[config.mk]
export PLATFORM = sky130hd
export DESIGN_NAME = prmc_ctrl
export DESIGN_NICKNAME = d
export VERILOG_FILES = /design/src/shared/prmc_pkg.sv /design/src/core/prmc_pin_sync.sv /design/src/core/prmc_ctrl.sv
export SDC_FILE = /design/constraint.sdc
export NUM_CORES = 1
export LEC_CHECK = 0
export BUFFER_PORTS_ARGS = -buffer_cell sky130_fd_sc_hd__clkbuf_2
export CORE_MARGIN = 2
export CORE_UTILIZATION = 50
export DETAILED_ROUTE_END_ITERATION = 16
export GPL_TIMING_DRIVEN = 0
export PLACE_DENSITY = 0.74
export RECOVER_POWER = 25
export SLEW_MARGIN = 15
export SYNTH_ARGS = -nofsm -noshare
export SYNTH_HDL_FRONTEND = slang
export SYNTH_SLANG_ARGS = --single-unit
[constraint.sdc]
create_clock -name ref_clk -period 4.09 [get_ports ref_clk]
set_clock_uncertainty 0.05 [all_clocks]
set_input_delay 0.6135 -clock ref_clk [delete_from_list [all_inputs] [get_ports ref_clk]]
set_output_delay 0.6135 -clock ref_clk [all_outputs]
set_load 0.02 [all_outputs]
[src/shared/prmc_pkg.sv]
// Package for the power reduction mode controller.
// Assumes a single core clock; no software-visible registers.
package prmc_pkg;
	// Low-power request codes from the instruction decoder
	localparam logic [1:0] REQ_NONE = 2'h0;
	localparam logic [1:0] REQ_IDLE = 2'h1;
	localparam logic [1:0] REQ_PDOWN = 2'h2;
	// Ready handshake polarity: 0 active low, 1 active high
	localparam logic READY_POL_LOW = 1'h0;
	// Default number of fast external interrupt pins
	localparam int FAST_IRQ_NUM = 4;
	// Synchroniser depth for pin inputs
	localparam int SYNC_DEPTH = 3;
	// Reset values
	localparam logic CLK_ON_RST = 1'h1;
	localparam logic READY_SEEN_RST = 1'h1;
	localparam logic FLAG_RST = 1'h0;
	typedef enum logic [2:0] {
		PR_RUN,
		PR_DRAIN,
		PR_IDLE,
		PR_PDOWN,
		PR_WAKE
	} prmc_state_t;
endpackage

[src/core/prmc_pin_sync.sv]
// Three-stage synchroniser bank for asynchronous pin inputs.
// Assumes the pins are quasi-static compared to the core clock.
`timescale 1ns/10ps
module prmc_pin_sync #(
	parameter int WIDTH = 1
) (
	input wire logic ref_clk,
	input wire logic rst_n,
	input wire logic [WIDTH-1:0] pinIn,
	output logic [WIDTH-1:0] pinLevel
);
	logic [WIDTH-1:0] meta_r;
	logic [WIDTH-1:0] mid_r;
	logic [WIDTH-1:0] last_r;
	logic [WIDTH-1:0] level_r;
	genvar i;
	// A zero-width bank has no bits to carry
	if (WIDTH < 1) begin : g_bad_width
		$error("WIDTH must be at least 1");
	end
	generate
		for (i = 0; i < WIDTH; i++) begin : g_bit
			// A change counts only once stages two and three agree
			always_ff @(posedge ref_clk) begin
				if (!rst_n) begin
					meta_r[i] <= 1'h0;
					mid_r[i] <= 1'h0;
					last_r[i] <= 1'h0;
					level_r[i] <= 1'h0;
				end else begin
					meta_r[i] <= pinIn[i];
					mid_r[i] <= meta_r[i];
					last_r[i] <= mid_r[i];
					if (mid_r[i] == last_r[i]) begin
						level_r[i] <= last_r[i];
					end
				end
			end
		end
	endgenerate
	assign pinLevel = level_r;
endmodule // prmc_pin_sync

[src/core/prmc_ctrl.sv]
// Power reduction mode controller: gates core and peripheral clocks.
// Assumes the core raises a one-cycle request and the bus unit reports
// activity and sampled ready levels on this same clock.
`timescale 1ns/10ps
module prmc_ctrl #(
	parameter int FAST_NUM = prmc_pkg::FAST_IRQ_NUM
) (
	input wire logic ref_clk,
	input wire logic rst_n,
	input wire logic [1:0] pwrReq,
	input wire logic busActive,
	input wire logic busAccessEnd,
	input wire logic readyEnable,
	input wire logic readyPolarity,
	input wire logic readyLevel,
	input wire logic irqPending,
	input wire logic pdFastOnly,
	input wire logic [FAST_NUM-1:0] fastIrqPin,
	output logic coreClkEn,
	output logic periClkEn,
	output logic idleActive,
	output logic pdownActive,
	output logic entryRefused,
	output logic wakePulse
);
	// The sync bank and the wake OR are only sized for this range
	if (FAST_NUM < 1 || FAST_NUM > 16) begin : g_bad_fast_num
		$error("FAST_NUM must be 1 to 16");
	end

	prmc_pkg::prmc_state_t state_r, state_nxt;
	logic [1:0] target_r;
	logic readySeen_r;
	logic coreClkEn_r, periClkEn_r, idle_r, pdown_r, refused_r, wake_r;
	logic [FAST_NUM-1:0] fastLevel;

	prmc_pin_sync #(.WIDTH(FAST_NUM)) u_sync (
		.ref_clk(ref_clk),
		.rst_n(rst_n),
		.pinIn(fastIrqPin),
		.pinLevel(fastLevel)
	);

	wire readyActive = (readyPolarity == prmc_pkg::READY_POL_LOW) ?
		!readyLevel : readyLevel;
	// Verdict of the last finished access; one ending now counts next cycle
	wire readyOk = !readyEnable || readySeen_r;
	wire newReq = (pwrReq == prmc_pkg::REQ_IDLE) ||
		(pwrReq == prmc_pkg::REQ_PDOWN);
	wire fastHit = |fastLevel;
	// Fast-only mode ignores ordinary interrupts in power down
	wire pdWake = pdFastOnly ? fastHit : (fastHit || irqPending);
	wire idleWake = irqPending;
	wire drainDone = !busActive;

	always_ff @(posedge ref_clk) begin
		if (!rst_n) begin
			readySeen_r <= prmc_pkg::READY_SEEN_RST;
		end else if (busAccessEnd) begin
			readySeen_r <= readyActive;
		end
	end

	always_comb begin
		state_nxt = state_r;
		case (state_r)
			prmc_pkg::PR_RUN: begin
				if (newReq) begin
					state_nxt = prmc_pkg::PR_DRAIN;
				end
			end
			prmc_pkg::PR_DRAIN: begin
				if (drainDone && !readyOk) begin
					state_nxt = prmc_pkg::PR_RUN;
				end else if (drainDone) begin
					state_nxt = (target_r == prmc_pkg::REQ_PDOWN) ?
						prmc_pkg::PR_PDOWN : prmc_pkg::PR_IDLE;
				end
			end
			prmc_pkg::PR_IDLE: begin
				if (idleWake) begin
					state_nxt = prmc_pkg::PR_WAKE;
				end
			end
			prmc_pkg::PR_PDOWN: begin
				if (pdWake) begin
					state_nxt = prmc_pkg::PR_WAKE;
				end
			end
			prmc_pkg::PR_WAKE: state_nxt = prmc_pkg::PR_RUN;
			default: state_nxt = prmc_pkg::PR_RUN;
		endcase
	end

	// Clock enables decoded from the next state so outputs stay registered
	wire nxtIdle = (state_nxt == prmc_pkg::PR_IDLE);
	wire nxtPdown = (state_nxt == prmc_pkg::PR_PDOWN);
	wire coreEnNxt = !(nxtIdle || nxtPdown);
	wire periEnNxt = !nxtPdown;
	wire refuseNxt = (state_r == prmc_pkg::PR_DRAIN) && drainDone &&
		!readyOk;
	wire wakeNxt = (state_r == prmc_pkg::PR_WAKE);

	always_ff @(posedge ref_clk) begin
		if (!rst_n) begin
			state_r <= prmc_pkg::PR_RUN;
			target_r <= prmc_pkg::REQ_NONE;
			coreClkEn_r <= prmc_pkg::CLK_ON_RST;
			periClkEn_r <= prmc_pkg::CLK_ON_RST;
			idle_r <= prmc_pkg::FLAG_RST;
			pdown_r <= prmc_pkg::FLAG_RST;
			refused_r <= prmc_pkg::FLAG_RST;
			wake_r <= prmc_pkg::FLAG_RST;
		end else begin
			state_r <= state_nxt;
			if (state_r == prmc_pkg::PR_RUN && newReq) begin
				target_r <= pwrReq;
			end
			coreClkEn_r <= coreEnNxt;
			periClkEn_r <= periEnNxt;
			idle_r <= nxtIdle;
			pdown_r <= nxtPdown;
			refused_r <= refuseNxt;
			wake_r <= wakeNxt;
		end
	end

	assign coreClkEn = coreClkEn_r;
	assign periClkEn = periClkEn_r;
	assign idleActive = idle_r;
	assign pdownActive = pdown_r;
	assign entryRefused = refused_r;
	assign wakePulse = wake_r;

	// Antecedents that reach past one edge also sample rst_n: a reset
	// released on the very edge it is applied escapes disable iff
	idle_clocks_a: assert property (
		@(posedge ref_clk) disable iff (!rst_n)
		idleActive |-> !coreClkEn && periClkEn)
		else $error("idle clock enables wrong");
	pdown_clocks_a: assert property (
		@(posedge ref_clk) disable iff (!rst_n)
		pdownActive |-> !coreClkEn && !periClkEn)
		else $error("power down clock enables wrong");
	two_states_a: assert property (
		@(posedge ref_clk) disable iff (!rst_n)
		!(idleActive && pdownActive))
		else $error("both low-power states at once");
	idle_wake_a: assert property (
		@(posedge ref_clk) disable iff (!rst_n)
		(rst_n && state_r == prmc_pkg::PR_IDLE && irqPending)
		|=> ##1 wakePulse && coreClkEn)
		else $error("idle did not wake on interrupt");
	pd_fastonly_a: assert property (
		@(posedge ref_clk) disable iff (!rst_n)
		(rst_n && state_r == prmc_pkg::PR_PDOWN && pdFastOnly
		&& !fastHit) |=> state_r == prmc_pkg::PR_PDOWN)
		else $error("power down left without fast pin");
	bus_drain_a: assert property (
		@(posedge ref_clk) disable iff (!rst_n)
		(busActive && state_r == prmc_pkg::PR_DRAIN)
		|=> !idleActive && !pdownActive)
		else $error("low-power entered during bus activity");
	ready_refuse_a: assert property (
		@(posedge ref_clk) disable iff (!rst_n)
		(rst_n && state_r == prmc_pkg::PR_DRAIN && !busActive
		&& readyEnable && !readySeen_r) |=> entryRefused && coreClkEn)
		else $error("entry not refused without ready");
	wake_resume_a: assert property (
		@(posedge ref_clk) disable iff (!rst_n)
		$rose(wakePulse) |-> coreClkEn && periClkEn ##1 !wakePulse)
		else $error("wake did not restart core");
	ready_accept_a: assert property (
		@(posedge ref_clk) disable iff (!rst_n)
		(rst_n && state_r == prmc_pkg::PR_DRAIN && !busActive
		&& readyOk) |=> (idleActive || pdownActive) && !entryRefused)
		else $error("entry refused although ready was seen");
	refuse_pulse_a: assert property (
		@(posedge ref_clk) disable iff (!rst_n)
		entryRefused |=> !entryRefused)
		else $error("refusal flag held longer than one cycle");
	refuse_stays_a: assert property (
		@(posedge ref_clk) disable iff (!rst_n)
		entryRefused |-> !idleActive && !pdownActive && coreClkEn
		&& periClkEn)
		else $error("refused entry still gated a clock");
	entry_guard_a: assert property (
		@(posedge ref_clk) disable iff (!rst_n)
		($rose(idleActive) || $rose(pdownActive))
		|-> $past(state_r) == prmc_pkg::PR_DRAIN && !$past(busActive)
		&& (!$past(readyEnable) || $past(readySeen_r)))
		else $error("low-power state entered without a clean drain");
	idle_kind_a: assert property (
		@(posedge ref_clk) disable iff (!rst_n)
		$rose(idleActive) |-> $past(target_r) == prmc_pkg::REQ_IDLE)
		else $error("idle entered for a power down request");
	pd_kind_a: assert property (
		@(posedge ref_clk) disable iff (!rst_n)
		$rose(pdownActive)
		|-> $past(target_r) == prmc_pkg::REQ_PDOWN)
		else $error("power down entered for an idle request");
	core_gate_a: assert property (
		@(posedge ref_clk) disable iff (!rst_n)
		!coreClkEn |-> idleActive || pdownActive)
		else $error("core clock stopped outside a low-power state");
	peri_gate_a: assert property (
		@(posedge ref_clk) disable iff (!rst_n)
		!periClkEn |-> pdownActive)
		else $error("peripheral clock stopped outside power down");
	idle_holds_a: assert property (
		@(posedge ref_clk) disable iff (!rst_n)
		(rst_n && state_r == prmc_pkg::PR_IDLE && !irqPending)
		|=> idleActive && !coreClkEn)
		else $error("idle left without interrupt or reset");
	pd_irq_wake_a: assert property (
		@(posedge ref_clk) disable iff (!rst_n)
		(rst_n && state_r == prmc_pkg::PR_PDOWN && !pdFastOnly
		&& irqPending) |=> !pdownActive && coreClkEn && periClkEn)
		else $error("power down ignored an interrupt");
	pd_fast_wake_a: assert property (
		@(posedge ref_clk) disable iff (!rst_n)
		(rst_n && state_r == prmc_pkg::PR_PDOWN && fastHit)
		|=> ##1 wakePulse && coreClkEn && periClkEn)
		else $error("fast pin did not end power down");
	drain_exit_a: assert property (
		@(posedge ref_clk) disable iff (!rst_n)
		(state_r == prmc_pkg::PR_DRAIN && !busActive)
		|=> state_r != prmc_pkg::PR_DRAIN)
		else $error("drain did not end once the bus was idle");
endmodule // prmc_ctrl

==> metrics.md <==
| Metric | Value |
|---|---|
| Status | `complete, no violations` |
| Share of post-route cells with drive strength above 1 | `0.227` |
| CTS max path bufs | `2` |
| Synth-to-Final Area Change | `18.8%` |
| Crit path required time | `4.28 ns` |
| Setup TNS | `0 ns` |
| Hold Violations, Final | `0` |
| Synth Instances | `95` |
| Hold_buf cts | `0` |
| Period utilization | `0.409` |
| Avg Cell Area, Syn | `10.2 um2` |
| RR Endpoint | `periClkEn` |
| Crit path launch type | `flip-flop` |
| Iter 0 DRT Violations | `7` |
| Worst R2R Path Depth | `4` |
| First-pass GRT wire length | `2470 um` |
| Worst VDD drop | `0.000248 V` |
| Tmin final | `1.67 ns` |
| GPL Wtd Cong | `0.786` |
| Die width | `48.0 um` |
| CTS Buf Count | `3` |
| Std-Cell Rows | `15` |
| Die Y-Extent | `48.0 um` |
| Synth Area in XOR/XNOR | `0.0181` |
| Initial Utilization | `0.544` |
| CTS tree | `built` |
| Number of max-cap violations | `0` |
| Port bufs | `20` |
| Yosys cell types | `24` |
| CTS root buffer | `clkbuf_4` |
| DRT Pass-1 Iters | `4` |
| # setup viols final | `0` |
| Commonest non-fill, non-tap cell in the layout | `dfxtp_1` |
| Setup bufs post-CTS | `0` |
| DR WL/cell | `10.4 um` |
| Register area share after synthesis | `0.578` |
| Clock power frac | `0.344` |
| # clock sinks | `28` |
| Worst-margin pin slew | `0.345 ns` |
| Worst-skew pair later-pin latency | `0.33 ns` |
| Remaining DRCs | `0` |
| Ports | `21` |
| Die ar. | `0.00231 mm2` |
| Hold Crit Class | `reg2reg` |
| Final Util | `0.646` |
| Via count of the first global-routing pass | `575` |
| Initial antenna violation count | `0` |
| PD cells | `451 mW/mm2` |
| Most frequent cells in the layout | `28 x dfxtp_1, 19 x clkbuf_2, 14 x and2_1` |
| Vias | `687` |
| Crit path to | `periClkEn` |
| Largest family of logic cells by synthesized area | `simple AND/OR/NAND/NOR gates` |
| Worst setup path start | `u_sync.pinLevel[0]` |
| Final wirelength | `1490 um` |
| Clock slew at reported path FFs | `0.14 ns` |
| Yosys warning count | `0` |
| Mux cell area share after synthesis | `0` |
| Core ar. | `0.00178 mm2` |
| GRT Total Usage | `0.161` |
| Synthesized flop and latch total | `28` |
| Antenna diode count | `0` |
| Psw | `0.000113 W` |
| Slew Limit Fails | `0` |
| Simple-gate share of the synthesized area | `0.259` |
| Logic pwr share | `0.092` |
| Int Pwr | `0.000407 W` |
| Slack of the worst reg-to-reg path | `2.42 ns` |
| H-tree levels | `1` |
| CP Max Fanout | `5` |
| Synth Area in Compound Gates | `0.121` |
| DRT antenna net count | `0` |
| Synth Area in Adders | `0` |
| Worst EP arrival | `1.87 ns` |
| PostCTS Resize Cnt | `0` |
| Final global-route overflow total | `0` |
| Synth Cell Area | `970 um2` |
| Unrepaired setup endpoints after global routing | `false` |
| Final #Nets | `135` |
| Post-DP HPWL | `1100 um` |
| Switching share of power | `0.218` |
| Pin count of the biggest net entering global routing | `17` |
| Part of the power in registers | `0.564` |
| Reg2reg start | `u_sync.pinLevel[0]` |
| Syn Nets | `110` |
| Static leakage | `0.475 nW` |
| Relative slew margins | `0.764` |
| Worst setup EP type | `flip-flop` |
| Setup CP Type | `reg2reg` |
| Routed vias/inst | `4.77` |
| Fmax achieved | `597 MHz` |
==> kinds of logic (layout without fill, tap and decap cells) <==
group                  after synthesis  in the layout
buffers and inverters                6             30
XOR/XNOR                             2              2
AO/OA/AOI/OAI                       17             17
flip-flops                          28             28
AND/OR/NAND/NOR                     42             42
==> power by group through the flow <==
stage / clock, W / combinational (W) / sequential [W]
6_report: 0.000179 / 0.0000479 / 0.000293
3_5_place_dp: 0 / 0.0000482 / 0.000299
2_1_floorplan: 0 / 0.0000297 / 0.000300
3_3_place_gp: 0 / 0.0000466 / 0.000299
4_1_cts: 0.000184 / 0.0000486 / 0.000293
5_1_grt: 0.000191 / 0.0000541 / 0.000295
==> final cells by class <==
cell class | count | area [um2]
Clock inverter | 1 | 30.0
Clock buffer | 3 | 22.5
Buffer | 2 | 7.51
Sequential cell | 28 | 561
Inverter | 4 | 15.0
Tap cell | 25 | 31.3
Multi-Input combinational cell | 61 | 387
Fill cell | 152 | 631
Timing Repair Buffer | 20 | 98.8
==> per-stage QoR <==
stage | total power [W] | worst slack [ns] | area (um2) | cells | hold slack (ns)
after global routing | 0.000540 | 2.34 | 1150 | 144 | 0.415
after CTS | 0.000526 | 2.41 | 1150 | 144 | 0.405
after global placement | 0.000346 | 2.30 | 1100 | 140 | 0.365
after floorplan | 0.000330 | 2.51 | 970 | 95 | 0.362
after detailed placement | 0.000348 | 2.29 | 1100 | 140 | 0.372
final | 0.000520 | 2.42 | 1150 | 144 | 0.402
==> cell usage after synthesis <==
master	count	area, um2
o21ai_0	6	30.0
inv_1	4	15.0
a21boi_0	5	37.5
clkbuf_1	2	7.51
a21oi_1	1	5.00
a2111oi_0	1	8.76
nor4_1	2	12.5
nor3b_1	1	7.51
or4_4	1	11.3
nand2_1	10	37.5
a211oi_1	1	7.51
xor2_1	2	17.5
a211o_2	1	10.0
and2_1	14	87.6
o31ai_2	1	12.5
nor3_1	3	15.0
and4_1	1	8.76
and2b_1	1	7.51
nor2b_1	2	12.5
o22ai_1	1	6.26
dfxtp_1	28	561
nor4_4	1	21.3
nand2b_1	3	18.8
nor2_1	3	11.3
==> sequential cells by signal, summed over array words and instances, names as in the netlist <==
| register | flops |
|---|---|
| pdownActive | 1 |
| target_r | 2 |
| u_sync.mid_r | 4 |
| u_sync.last_r | 4 |
| u_sync.meta_r | 4 |
| state_r | 3 |
| readySeen_r | 1 |
| u_sync.pinLevel | 4 |
| periClkEn | 1 |
| entryRefused | 1 |
| wakePulse | 1 |
| coreClkEn | 1 |
| idleActive | 1 |
==> critical path, cell delays in order (launching register included) <==
cell	delay, ns
dfxtp_1	0.35
or4_4	0.56
nor4_4	0.31
o31ai_2	0.16
nand2b_1	0.16
==> per-layer routing <==
metal / vias to the layer above / share of wire / wire (um) / track usage
met4: 0 / 0.029 / 44 / 0.114
li1: 371 / - / - / -
met3: 5 / 0.039 / 58 / 0.0340
met5: - / 0 / 0 / 0
met2: 15 / 0.44 / 652 / 0.245
met1: 296 / 0.49 / 738 / 0.201
==> worst min-delay path by stage <==
stage,from,end,slack [ns],cells after the start
2_1_floorplan,u_sync.meta_r[0],u_sync.mid_r[0],0.36,1
3_3_place_gp,u_sync.meta_r[1],u_sync.mid_r[1],0.36,1
3_5_place_dp,u_sync.meta_r[1],u_sync.mid_r[1],0.37,1
4_1_cts,u_sync.meta_r[1],u_sync.mid_r[1],0.40,1
5_1_grt,u_sync.meta_r[1],u_sync.mid_r[1],0.42,1
6_report,u_sync.meta_r[1],u_sync.mid_r[1],0.40,1
(Power assumes the default switching activity.)
